===== src/shared/flash_seq_defines.vh =====
// Constants for the flash erase/program sequencer host.
// Assumes a 16-bit register port into the device's flash controller.
`ifndef FLASH_SEQ_DEFINES_VH
`define FLASH_SEQ_DEFINES_VH
// ============================================================
// Register selects on the device port
`define REG_SEL_CONTROL 2'h0
`define REG_SEL_KEY 2'h1
`define REG_SEL_PAGE 2'h2
`define REG_SEL_WBUF 2'h3
// ============================================================
// Control register fields
`define CTL_START_BIT 15
`define CTL_PROGRAM_ENABLE_BIT_BIT 14
`define CTL_ERASE_BIT 6
`define CTL_OP_LSB 0
`define OP_CODE_ERASE 4'h2
`define OP_CODE_ROW 4'h1
`define CTL_VAL_ERASE 16'h4042
`define CTL_VAL_ROW 16'h4001
`define CTL_VAL_START 16'h8000
// ============================================================
// Unlock keys, geometry and timing
`define KEY_FIRST 16'h0055
`define KEY_SECOND 16'h00aa
`define ROW_WORDS 64
`define PAGE_ROWS 8
`define SETTLE_CYCLES 2
`define POLL_WAIT 2
`endif


===== src/verilog/flash_seq_host.v =====
// Host-side sequencer for page erase and row rewrite of program flash.
// Assumes a device register port with write strobe, read strobe and data.
// Summary of operation
// One row per program, erase whole page
// Page contents read before erasing by user
// Erase uses code 0010, erase and enable
// Page pointer and base set before erase
// Keys 0x55 then 0xAA before start
// Device refuses operations without unlock keys
// Start bit begins cycle, CPU stalls
// Device clears start bit when done
// Row program code 0001, erase bit cleared
// Load 64 words into buffers per row
// Repeat rows, advancing page pointer, 512 total
// Two idle slots after start write
// Wait full programming time before complete
// Key and start writes kept uninterruptible
// Only 0x55 then 0xAA arms unlock
`timescale 1ns/1ps
`include "flash_seq_defines.vh"
module flash_seq_host #(
  parameter ROW_WORDS = `ROW_WORDS,
  parameter PAGE_ROWS = `PAGE_ROWS
)(
  input wire i_clk_sys,
  input wire i_rstn,
  input wire i_erase_req,
  input wire i_row_req,
  input wire [15:0] i_page_addr,
  input wire [15:0] i_wdata,
  input wire i_wvalid,
  input wire i_dev_busy,
  input wire [15:0] i_dev_rdata,
  output reg o_wready,
  output reg o_busy,
  output reg o_done,
  output reg o_dev_wr,
  output reg o_dev_rd,
  output reg [1:0] o_dev_sel,
  output reg [15:0] o_dev_wdata,
  output reg o_hold_irq
);
// ============================================================
// Reset release and pin synchronisers
reg rst_a_q, rst_b_q;
always @(posedge i_clk_sys or negedge i_rstn)
begin
  if (!i_rstn)
  begin
    rst_a_q <= 1'b0;
    rst_b_q <= 1'b0;
  end
  else
  begin
    rst_a_q <= 1'b1;
    rst_b_q <= rst_a_q;
  end
end
wire rstn = rst_b_q;
reg busy_m_q, busy_s_q, start_m_q, start_s_q;
always @(posedge i_clk_sys or negedge rstn)
begin
  if (!rstn)
  begin
    busy_m_q <= 1'b0;
    busy_s_q <= 1'b0;
    start_m_q <= 1'b0;
    start_s_q <= 1'b0;
  end
  else
  begin
    busy_m_q <= i_dev_busy;
    busy_s_q <= busy_m_q;
    start_m_q <= i_dev_rdata[`CTL_START_BIT];
    start_s_q <= start_m_q;
  end
end
// ============================================================
// Sequencer
localparam S_IDLE = 4'h0;
localparam S_CTL = 4'h1;
localparam S_PAGE = 4'h2;
localparam S_BASE = 4'h3;
localparam S_KEY1 = 4'h4;
localparam S_KEY2 = 4'h5;
localparam S_GO = 4'h6;
localparam S_SETTLE = 4'h7;
localparam S_POLL = 4'h8;
localparam S_LOAD = 4'h9;
localparam S_NEXT = 4'ha;
reg [3:0] st_q;
reg erase_q;
reg [15:0] page_q;
reg [6:0] word_q;
reg [3:0] row_q;
reg [1:0] settle_q;
reg [1:0] poll_q;
always @(posedge i_clk_sys or negedge rstn)
begin
  if (!rstn)
  begin
    st_q <= S_IDLE;
    erase_q <= 1'b0;
    page_q <= 16'h0000;
    word_q <= 7'h00;
    row_q <= 4'h0;
    settle_q <= 2'h0;
    poll_q <= 2'h0;
    o_wready <= 1'b0;
    o_busy <= 1'b0;
    o_done <= 1'b0;
    o_dev_wr <= 1'b0;
    o_dev_rd <= 1'b0;
    o_dev_sel <= 2'h0;
    o_dev_wdata <= 16'h0000;
    o_hold_irq <= 1'b0;
  end
  else
  begin
    o_dev_wr <= 1'b0;
    o_dev_rd <= 1'b0;
    o_done <= 1'b0;
    case (st_q)
      S_IDLE:
      begin
        o_busy <= 1'b0;
        if (i_erase_req || i_row_req)
        begin
          erase_q <= i_erase_req;
          page_q <= i_page_addr;
          row_q <= 4'h0;
          o_busy <= 1'b1;
          st_q <= S_CTL;
        end
      end
      S_CTL:
      begin
        o_dev_wr <= 1'b1;
        o_dev_sel <= `REG_SEL_CONTROL;
        if (erase_q)
          o_dev_wdata <= `CTL_VAL_ERASE;
        else
          o_dev_wdata <= `CTL_VAL_ROW;
        st_q <= erase_q ? S_PAGE : S_LOAD;
        word_q <= 7'h00;
      end
      S_PAGE:
      begin
        o_dev_wr <= 1'b1;
        o_dev_sel <= `REG_SEL_PAGE;
        o_dev_wdata <= page_q;
        st_q <= erase_q ? S_BASE : S_KEY1;
      end
      S_BASE:
      begin
        o_dev_wr <= 1'b1;
        o_dev_sel <= `REG_SEL_WBUF;
        o_dev_wdata <= 16'h0000;
        st_q <= S_KEY1;
      end
      S_LOAD:
      begin
        o_wready <= 1'b1;
        if (i_wvalid && o_wready)
        begin
          o_dev_wr <= 1'b1;
          o_dev_sel <= `REG_SEL_WBUF;
          o_dev_wdata <= i_wdata;
          word_q <= word_q + 7'h01;
          if (word_q == ROW_WORDS - 1)
          begin
            o_wready <= 1'b0;
            st_q <= S_PAGE;
          end
        end
      end
      S_KEY1:
      begin
        o_hold_irq <= 1'b1;
        o_dev_wr <= 1'b1;
        o_dev_sel <= `REG_SEL_KEY;
        o_dev_wdata <= `KEY_FIRST;
        st_q <= S_KEY2;
      end
      S_KEY2:
      begin
        o_dev_wr <= 1'b1;
        o_dev_sel <= `REG_SEL_KEY;
        o_dev_wdata <= `KEY_SECOND;
        st_q <= S_GO;
      end
      S_GO:
      begin
        o_dev_wr <= 1'b1;
        o_dev_sel <= `REG_SEL_CONTROL;
        o_dev_wdata <= (erase_q ? `CTL_VAL_ERASE : `CTL_VAL_ROW)
          | `CTL_VAL_START;
        settle_q <= 2'h0;
        st_q <= S_SETTLE;
      end
      S_SETTLE:
      begin
        settle_q <= settle_q + 2'h1;
        if (settle_q == `SETTLE_CYCLES - 1)
        begin
          o_hold_irq <= 1'b0;
          poll_q <= 2'h0;
          st_q <= S_POLL;
        end
      end
      S_POLL:
      begin
        o_dev_rd <= 1'b1;
        o_dev_sel <= `REG_SEL_CONTROL;
        // Let the synchronisers see busy first
        if (poll_q != `POLL_WAIT)
          poll_q <= poll_q + 2'h1;
        else if (!busy_s_q && !start_s_q)
          st_q <= S_NEXT;
      end
      S_NEXT:
      begin
        if (erase_q || row_q == PAGE_ROWS - 1)
        begin
          o_done <= 1'b1;
          o_busy <= 1'b0;
          st_q <= S_IDLE;
        end
        else
        begin
          row_q <= row_q + 4'h1;
          page_q <= page_q + 16'h0001;
          st_q <= S_CTL;
        end
      end
      default:
        st_q <= S_IDLE;
    endcase
  end
end
endmodule


===== config.mk =====
export PLATFORM = sky130hd
export DESIGN_NAME = flash_seq_host
export DESIGN_NICKNAME = d
export VERILOG_FILES = /design/src/verilog/flash_seq_host.v
export VERILOG_INCLUDE_DIRS = /design/src /design/src/shared
export SDC_FILE = /design/constraint.sdc
export NUM_CORES = 1
export LEC_CHECK = 0
export BUFFER_PORTS_ARGS = -buffer_cell sky130_fd_sc_hd__buf_2
export CORE_MARGIN = 3
export CORE_UTILIZATION = 50
export CTS_BUF_LIST = sky130_fd_sc_hd__clkbuf_4
export DETAILED_ROUTE_END_ITERATION = 16
export HOLD_SLACK_MARGIN = 0.03
export PLACE_DENSITY = 0.77
export SYNTH_ARGS = -nofsm -noshare
export SYNTH_HDL_FRONTEND = slang
export SYNTH_SLANG_ARGS = --single-unit

===== constraint.sdc =====
create_clock -name i_clk_sys -period 4.35 [get_ports i_clk_sys]
set_input_delay 0.6525 -clock i_clk_sys [delete_from_list [all_inputs] [get_ports i_clk_sys]]
set_output_delay 0.6525 -clock i_clk_sys [all_outputs]
set_load 0.01 [all_outputs]

==> results of run 1 <==
==> logic make-up (layout without fill, tap and decap cells) <==
logic type	after synthesis	after routing	share of synthesized area [%]
muxes	2	2	0.549
buffers and inverters	40	96	4.67
other	1	1	0.103
AOI/OAI and AO/OA	138	138	25.0
and+or+nand+nor	144	144	21.4
xor gates and xnor gates	5	5	1.20
adders and majority gates	5	5	1.72
DFF	66	66	45.3
==> repair_timing <==
| item | in CTS | in global routing |
|---|---|---|
| hold endpoints to repair | 2 | 0 |
| hold buffers | 1 | 0 |
| gates resized for setup | 0 | 0 |
==> state kept, by name, summed over array words and instances, names as in the netlist, 2 cells and up <==
register	cells
row_q	4
page_q	16
poll_q	2
settle_q	2
o_dev_sel	2
word_q	7
st_q	4
o_dev_wdata	16
==> cells in the final DEF (no fill, tap or decap), types with 6 or more instances in the layout <==
cell       count
a21oi_1       32
a22o_1        19
a31oi_1        6
buf_2         62
clkbuf_4       9
dfrtp_1       65
inv_1         12
nand2_1       33
nand2b_1       7
nand3_1       12
nand4_1        7
nor2_1        33
nor2b_1        6
nor3_1        11
nor4_1        10
o21ai_0       29
o21ai_1       11
o2bb2ai_1      7
==> cells in the mapped netlist (4+ instances only) <==
cell type and number:
nor3_1 11, nand2_1 33, clkbuf_1 10, a22o_1 19, a31oi_1 6, nand4_1 7, a21oi_1 32, o21ai_0 29
ha_1 5, o21ai_1 11, inv_1 12, nor2_1 33, nand3_1 12, nand2b_1 7, nor2b_1 6, buf_2 16
a22oi_1 4, o2bb2ai_1 7, nor4_1 10, dfrtp_1 66, xnor2_1 5
==> worst min path at each step <==
stage | start | to | slack (ns)
after global routing | i_dev_rdata[15] | start_m_q | 0.27
after detailed placement | start_m_q | start_s_q | 0.34
after floorplan | busy_m_q | busy_s_q | 0.33
final | i_dev_rdata[15] | start_m_q | 0.32
after global placement | busy_m_q | busy_s_q | 0.33
after CTS | i_dev_rdata[15] | start_m_q | 0.29
==> layout make-up <==
| type | instances | share of cell area, % |
|---|---|---|
| Clock buffer | 9 | 1.63 |
| Clock inverter | 7 | 1.69 |
| Inverter | 13 | 1.18 |
| Multi-Input combinational cell | 295 | 44.2 |
| Sequential cell | 66 | 39.9 |
| Tap cell | 96 | 2.90 |
| Timing Repair Buffer | 67 | 8.46 |
==> metal layers <==
layer  track usage (%)  vias up  wire length (um)
li1                  -     1591                 -
met1              32.3     1602              4100
met2              34.0      104              4130
met3              6.79        9               561
met4              6.16        0                90
met5                 0        -                 0
==> per-stage QoR <==
stage	setup WS [ns]	power, uW	std cells	hold WS, ns	utilization (%)
floorplan	2.38	1920	401	0.331	-
global placement	1.83	2190	536	0.335	57.5
detailed placement	1.76	2240	536	0.337	57.5
CTS	1.75	2650	553	0.291	59.6
global route	1.49	2880	553	0.272	59.6
finish	1.74	2650	553	0.319	59.6
==> where the power goes <==
part	leakage [uW]	internal, uW	total [uW]	switching, uW
sequential	0.000825	813	1150	334
combinational	0.000900	486	1100	614
clock	0.0000656	172	407	234
==> qor.yml, run 1 <==
status: "complete, no violations"
path_clk_slew_ns: 0.12
fp-row-count: 30
grt_pass1_vias: 3113
fin_crit_ns: 2.61
antenna_found_initial: 0
die_area_um2: 8350
overflow: 0
die_width_um: 91.4
start_util_pct: 52.5
async_reset_ff_share_pct: 100
multi_input_area_um2: 1830
crit_fanout: 32
vias: 3306
dr.first_iter.drc_count: 255
setup_viol: 0
via_per_inst: 5.98
drc: 0
regToRegSetupSlack_ns: 1.74
maxSlewHeadroom_pct: 36.6
worstPathRequired_ns: 4.71
htreeDepth: 3
path_buf_inv: 1
worst_path_max_delay_cell: "dfrtp_1"
fill_cells: 635
portBuffers: 62
design_area_um2: 4140
yosysTopAreaCell: "dfrtp_1"
critPathKind: "reg2reg"
critPathTopFamily: "flip-flops"
clockBufferDepth: 2
numCtsBuffers: 9
syn_area_per_cell_um2: 9.09
hold_class: "in2reg"
grt_usage_pct: 22.8
finClkSkew_ns: 0.0121
synth_seq_cells: 66
netlist_area_um2: 3640
drt-total-wl_um: 8880
slew_viol_final: 0
endpoint: "row_q[3]"
fin_nets: 511
worst_pin_slew_ns: 0.951
r2r-end: "row_q[3]"
p_leak_uw: 0.00179
place.gp.congestion: 0.832
postSynthCellCount: 401
max_stage_delay_ns: 0.96
synth_nets: 460
ff2ff_path_depth: 5
fp.dieH_um: 91.4
clkSinkCount: 66
synth_edf_count: 0
antenna_left: 0
final_hold_viol_count: 0
period_share_pct: 59.9
synthFlopType: "dfrtp_1"
grt_pass1_wl_um: 15300
drt-wirelength-per-cell_um: 16.1
finalSetupTns_ns: 0
yosys-top-cells-area: "dfrtp_1, a22o_1, a21oi_1"
cts-root-buf: "clkbuf_4"
first_pass_iters: 4
arrival_ns: 2.96
ys_seq_area_share_pct: 45.3
register_area_um2: 1650
placed_area_um2: 3990
timing.rr.start: "st_q[1]"
crit_cells: 5
ir_worst_vdd_mv: 0.336
yosysUniqueCellTypes: 64
core_area_um2: 6940
yosysTopAreaCellShare_pct: 45.3
cp-end-kind: "flip-flop"
hold_depth: 1
io-pin-count: 78
maxCapViolCount: 0
yosysWarnings: 0
drive_gt1_share_pct: 19.5
n_antenna_cell: 0
rsz0062_at_grt: "false"
crit_chain: "nand4bb_1, buf_4, o32a_1, or3_1, a21boi_1"
fmax_mhz: 384
cts_tree: "done"
post_cts_buffers: 0
grt_max_degree: 65
area_growth_pct: 13.6
power_density_nw_per_um2: 641
crit_path_start: "st_q[1]"
cp-start-kind: "flip-flop"
dp_hpwl_um: 6220
insertion_delay_ns: 0.43
(Power assumes the default switching activity.)
==> run 2: changes to the inputs <==
Settings changed: PLACE_DENSITY 0.77 to 0.8.
Clock period 4.35 ns to 2.2 ns, I/O delays scaled along.
==> run 2 against run 1 <==
  * Sequential share of layout area is 1.7 points lower
  * First-iteration DRC count is 8.2% higher
  * Sequential power is 87% higher
  * Global-route usage is 0.12 points lower
  * Count of clock-buffer cells in the layout is 2 higher
  * Setup slack worse by 1.6 ns
  * Power is 110% higher
  * Via count is 3.8% higher
  * Non-clock buffer count is 19 higher
  * Cell count is 3.3% higher
  * Largest power group is now combinational logic
  * Highest routed layer unchanged
==> qor.yml, run 2 (synthesis gave the netlist of run 1 again) <==
finClkSkew_ns: 0.0160  # +0.00391 ns
fp-row-count: 30  # unchanged
status: "complete, no violations"
ir_worst_vdd_mv: 0.574  # +71%
largestRegisters: "o_dev_wdata x16, page_q x16, word_q x7"
drt-wirelength-per-cell_um: 16.2  # +0.91%
first_pass_iters: 5  # +1
period_share_pct: 92.9  # +33 points
portBuffers: 62  # unchanged
die_width_um: 91.4  # unchanged
timing.rr.start: "st_q[2]"
path_clk_slew_ns: 0.11  # about the same
p_leak_uw: 0.00191  # +6.4%
place.gp.congestion: 0.841  # +1.1%
io-pin-count: 78  # unchanged
worstPathRequired_ns: 2.52  # -2.19 ns
grt_pass1_wl_um: 15600  # +2.3%
start_util_pct: 52.5  # unchanged
crit_path_start: "st_q[2]"
min_from: "i_wdata[14]"
insertion_delay_ns: 0.39  # -0.04 ns
grt_pass1_vias: 3278  # +5.3%
fin_crit_ns: 2.04  # -0.565 ns
worst_pin_slew_ns: 0.690  # -0.260 ns
final_hold_viol_count: 0  # unchanged
finalPower_uw: 5490  # +110%
fill_cells: 598  # -5.8%
cts-root-buf: "clkbuf_4"
overflow: 0  # unchanged
arrival_ns: 2.36  # -0.60 ns
cp-start-kind: "flip-flop"
post_cts_buffers: 0  # unchanged
cp-end-kind: "flip-flop"
slew_viol_final: 0  # unchanged
htreeDepth: 3  # unchanged
maxCapViolCount: 0  # unchanged
dr.first_iter.drc_count: 276  # +8.2%
vias: 3433  # +3.8%
dp_hpwl_um: 6730  # +8.1%
crit_fanout: 17  # -47%
final_common_cell: "dfrtp_1"
area_growth_pct: 18.7
clkSinkCount: 66  # unchanged
antenna_found_initial: 0  # unchanged
fp.dieH_um: 91.4  # unchanged
die_area_um2: 8350  # unchanged
layout_common_cells: "dfrtp_1, buf_2, nor2_1, nand2_1, a21oi_1"
n_antenna_cell: 0  # unchanged
finalSetupTns_ns: 0  # unchanged
multi_input_area_um2: 1830  # about the same
grt_max_degree: 36  # -45%
cts_tree: "done"
fmax_mhz: 490  # +28%
drt-total-wl_um: 9250  # +4.2%
power_density_nw_per_um2: 1270  # +98%
via_per_inst: 6.01  # +0.57%
antenna_left: 0  # unchanged
fin_nets: 530  # +3.7%
maxSlewHeadroom_pct: 54.0  # +17 points
drc: 0  # unchanged
clockBufferDepth: 2  # unchanged
register_area_um2: 1650  # unchanged
grt_usage_pct: 22.7  # -0.12 points
core_area_um2: 6940  # unchanged
critPathKind: "reg2reg"
rsz0062_at_grt: "false"
drive_gt1_share_pct: 22.3  # +2.8 points
numCtsBuffers: 9  # unchanged
hold_class: "in2reg"
setup_viol: 0  # unchanged
-- run 2: per-stage QoR --
| step | std cells | utilization, % | instance area (um2) | hold WS (ns) | setup WS (ns) |
|---|---|---|---|---|---|
| 2_1_floorplan | 401 | - | 3640 | 0.0344 | 0.226 |
| 3_3_place_gp | 553 | 60.1 | 4170 | 0.116 | 0.203 |
| 3_5_place_dp | 553 | 60.1 | 4170 | 0.116 | 0.117 |
| 4_1_cts | 571 | 62.3 | 4330 | 0.167 | 0.0889 |
| 5_1_grt | 571 | 62.3 | 4330 | 0.182 | 0.0399 |
| 6_report | 571 | 62.3 | 4330 | 0.179 | 0.157 |
-- run 2: critical path, stage by stage (launching register included) --
cell      delay, ns
dfrtp_1        0.54
buf_4          0.27
and4bb_1       0.29
nand3_1        0.21
a21oi_1        0.46
a22o_1         0.21
-- run 2: worst paths after layout --
check	endpoint	slack [ns]	cells after the start
worst max-delay path	o_dev_wdata[11]	0.16	5
worst min-delay path	o_dev_wdata[14]	0.18	3
worst max register to register	o_dev_wdata[11]	0.16	5
worst min register to register	poll_q[0]	0.31	0
max in group asynchronous	o_dev_wdata[11]	1.25	1
min in group asynchronous	rst_b_q	0.24	2
-- run 2: repair_timing --
| item | in CTS | in global routing |
|---|---|---|
| hold endpoints to repair | 4 | 0 |
| resized for setup | 0 | 1 |
| endpoints found under the setup margin | 0 | 3 |
| hold buffers | 3 | 0 |
-- run 2: layout make-up --
cell class                      instances  area share (%)
Clock buffer                           11            1.91
Inverter                               13            1.13
Multi-Input combinational cell        295            42.3
Clock inverter                          4            1.01
Timing Repair Buffer                   86            12.7
Tap cell                               96            2.78
Sequential cell                        66            38.2
-- run 2: power by group --
part | leakage [uW] | switching [uW] | internal, uW | total (uW)
clock network | 0.0000741 | 413 | 360 | 773
logic | 0.00101 | 1400 | 1160 | 2560
registers | 0.000825 | 541 | 1610 | 2150
total | 0.00191 | 2360 | 3130 | 5490
-- run 2: layer usage --
| metal | GRT usage [%] | wire (um) | vias up | share of wire (%) |
|---|---|---|---|---|
| li1 | - | - | 1632 | - |
| met1 | 31.5 | 4210 | 1669 | 46 |
| met2 | 36.7 | 4460 | 120 | 48 |
| met3 | 3.40 | 486 | 12 | 5.3 |
| met4 | 6.66 | 91 | 0 | 0.98 |
| met5 | 0 | 0 | - | 0 |
==> run 3: changes to the inputs <==
Settings changed: CELL_PAD_IN_SITES_DETAIL_PLACEMENT set to 2, CELL_PAD_IN_SITES_GLOBAL_PLACEMENT set to 2, CORE_MARGIN 3 to 2, CORE_UTILIZATION 50 to 31, PLACE_DENSITY 0.8 to 0.82.
==> run 3 against run 2 <==
  * Count of clock-buffer cells in the layout is 1 lower
  * Register-to-register slack hardly changed
  * First-iteration DRC count is 38% lower
  * Utilization is 24 points lower
  * Combinational power is 8% higher
  * Largest power group unchanged
  * Clock power is 7.9% higher
  * Maximum frequency is 0.51% lower
  * Hold slack worse by 0.031 ns
  * Critical endpoint is now o_dev_wdata[7]
  * Sequential power hardly changed
  * Setup slack worse by 0.011 ns
  * Design area is 2.1% higher
==> qor.yml, run 3 (synthesis gave the netlist of run 1 again) <==
grt_max_degree: 29  # -19%
place.gp.congestion: 0.797  # -5.2%
worst_path_max_delay_cell: "dfrtp_1"
grt_pass1_wl_um: 20700  # +33%
start_util_pct: 31.8  # -21 points
dr.first_iter.drc_count: 172  # -38%
finalSetupTns_ns: 0  # unchanged
hold_class: "in2reg"
cts_tree: "done"
first_pass_iters: 4  # -1
power_density_nw_per_um2: 1300  # +2.9%
crit_fanout: 17  # unchanged
layout_common_cells: "dfrtp_1, buf_2, nor2_1, nand2_1, a21oi_1"
core_area_um2: 11500  # +65%
htreeDepth: 3  # unchanged
met1_usage_pct: 26.6  # -4.9 points
n_antenna_cell: 0  # unchanged
drc: 0  # unchanged
drt-wirelength-per-cell_um: 20.1  # +24%
die_width_um: 112  # +23%
vias: 3520  # +2.5%
p_switching_uw: 2620  # +11%
io-pin-count: 78  # unchanged
dp_hpwl_um: 9340  # +39%
fin_nets: 536  # +1.1%
insertion_delay_ns: 0.42  # +0.03 ns
comb_power_share_pct: 47.9  # +1.2 points
cp-end-kind: "flip-flop"
p_clk_share_pct: 14.5  # +0.4 points
slew_viol_final: 0  # unchanged
busiest_layer: "met2"
fp.dieH_um: 112  # +23%
numCtsBuffers: 9  # unchanged
portBuffers: 62  # unchanged
antenna_found_initial: 0  # unchanged
clkSinkCount: 66  # unchanged
cp-start-kind: "flip-flop"
setup_viol: 0  # unchanged
grt_pass1_vias: 3879  # +18%
power_frac_seq_pct: 37.6  # -1.6 points
status: "complete, no violations"
p_int_uw: 3140  # +0.24%
path_clk_slew_ns: 0.12  # about the same
worst_pin_slew_ns: 0.707  # +0.0173 ns
crit_chain: "buf_4, buf_4, inv_1, nor3_1, o2bb2ai_1, a22o_1"
drt-total-wl_um: 12600  # +36%
die_area_um2: 12600  # +51%
maxSlewHeadroom_pct: 52.8  # -1.2 points
maxCapViolCount: 0  # unchanged
crit_path_frequent_cell: "buf_4"
overflow: 0  # unchanged
cts-root-buf: "clkbuf_4"
final_hold_viol_count: 0  # unchanged
path_buf_inv: 3  # +2
grtUsageMet2_pct: 35.8  # -0.88 points
fmax_mhz: 487  # -0.51%
critPathTopFamily: "buffers and inverters"
fp-row-count: 39  # +30%
critPathKind: "reg2reg"
ir_worst_vdd_mv: 0.467  # -19%
grt_usage_pct: 20.6  # -2.2 points
drive_gt1_share_pct: 23.4  # +1.1 points
fin_crit_ns: 2.05  # +0.0106 ns
rsz0062_at_grt: "false"
largestRegisters: "o_dev_wdata x16, page_q x16, word_q x7"
finClkSkew_ns: 0.00550  # -0.0105 ns
clockBufferDepth: 2  # unchanged
worstPathRequired_ns: 2.56  # +0.04 ns
switching_share_pct: 45.6  # +2.6 points
final_common_cell: "dfrtp_1"
area_growth_pct: 21.2
final_core_util_pct: 38.5  # -24 points
max_stage_delay_ns: 0.53  # about the same
via_per_inst: 5.63  # -6.3%
period_share_pct: 93.3  # +0.48 points
p_leak_uw: 0.00192  # +0.98%
arrival_ns: 2.42  # +0.06 ns
grt_util_met3_pct: 4.00  # +0.60 points
antenna_left: 0  # unchanged
==> run 3: timing repair <==
| item | in CTS | in global routing |
|---|---|---|
| resized for setup | 0 | 1 |
| hold endpoints to repair | 4 | 0 |
| hold buffers | 3 | 0 |
| setup endpoints to repair | 0 | 1 |
| setup buffers | 0 | 0 |
==> run 3: path summary, 6_finish.rpt <==
| kind | from | endpoint | slack, ns | cells past startpoint |
|---|---|---|---|---|
| worst min register to register | rst_b_q | erase_q | 0.33 | 0 |
| worst max-delay path | st_q[1] | o_dev_wdata[7] | 0.15 | 6 |
| max in group asynchronous | rst_b_q | o_dev_wdata[2] | 1.23 | 1 |
| min in group asynchronous | i_rstn | rst_b_q | 0.21 | 2 |
| worst max register to register | st_q[1] | o_dev_wdata[7] | 0.15 | 6 |
| worst min-delay path | i_page_addr[3] | page_q[3] | 0.15 | 3 |
==> run 3: stage by stage <==
step / area (um2) / power (uW) / cells / hold slack [ns] / setup slack [ns]
6_report: 4420 / 5760 / 625 / 0.148 / 0.147
5_1_grt: 4420 / 6220 / 625 / 0.128 / 0.0455
4_1_cts: 4410 / 5810 / 625 / 0.126 / 0.111
3_5_place_dp: 4250 / 4930 / 606 / 0.116 / 0.150
3_3_place_gp: 4250 / 4700 / 606 / 0.116 / 0.280
2_1_floorplan: 3640 / 3800 / 401 / 0.0344 / 0.226
==> run 3: worst reg2reg max path: cells and delay by family (launching register included) <==
family | cells | cell delay, ns
AO/OA/AOI/OAI | 2 | 0.44
buffers and inverters | 3 | 0.56
flip-flops | 1 | 0.53
AND/OR/NAND/NOR | 1 | 0.46
==> run 3: layer usage <==
metal	vias to the layer above	share of wire [%]
li1	1649	-
met3	10	3.2
met1	1802	44
met2	59	52
met5	-	0
met4	0	0.88
==> run 3: final cells by class <==
cell class	instances	area [um2]
fillers	1296	7050
multi-input cells	295	1830
flip-flops and latches	66	1650
repair buffers	92	568
well taps	143	179
clock buffers	10	75.1
clock inverters	6	58.8
inverters	13	48.8
==> run 3: power by group through the flow <==
stage                     sequential (uW)  clock (uW)  combinational [uW]
after floorplan                      2000           0                1800
after global placement               2120           0                2580
after detailed placement             2180           0                2760
after CTS                            2160         865                2780
after global routing                 2230         922                3070
final                                2170         834                2760
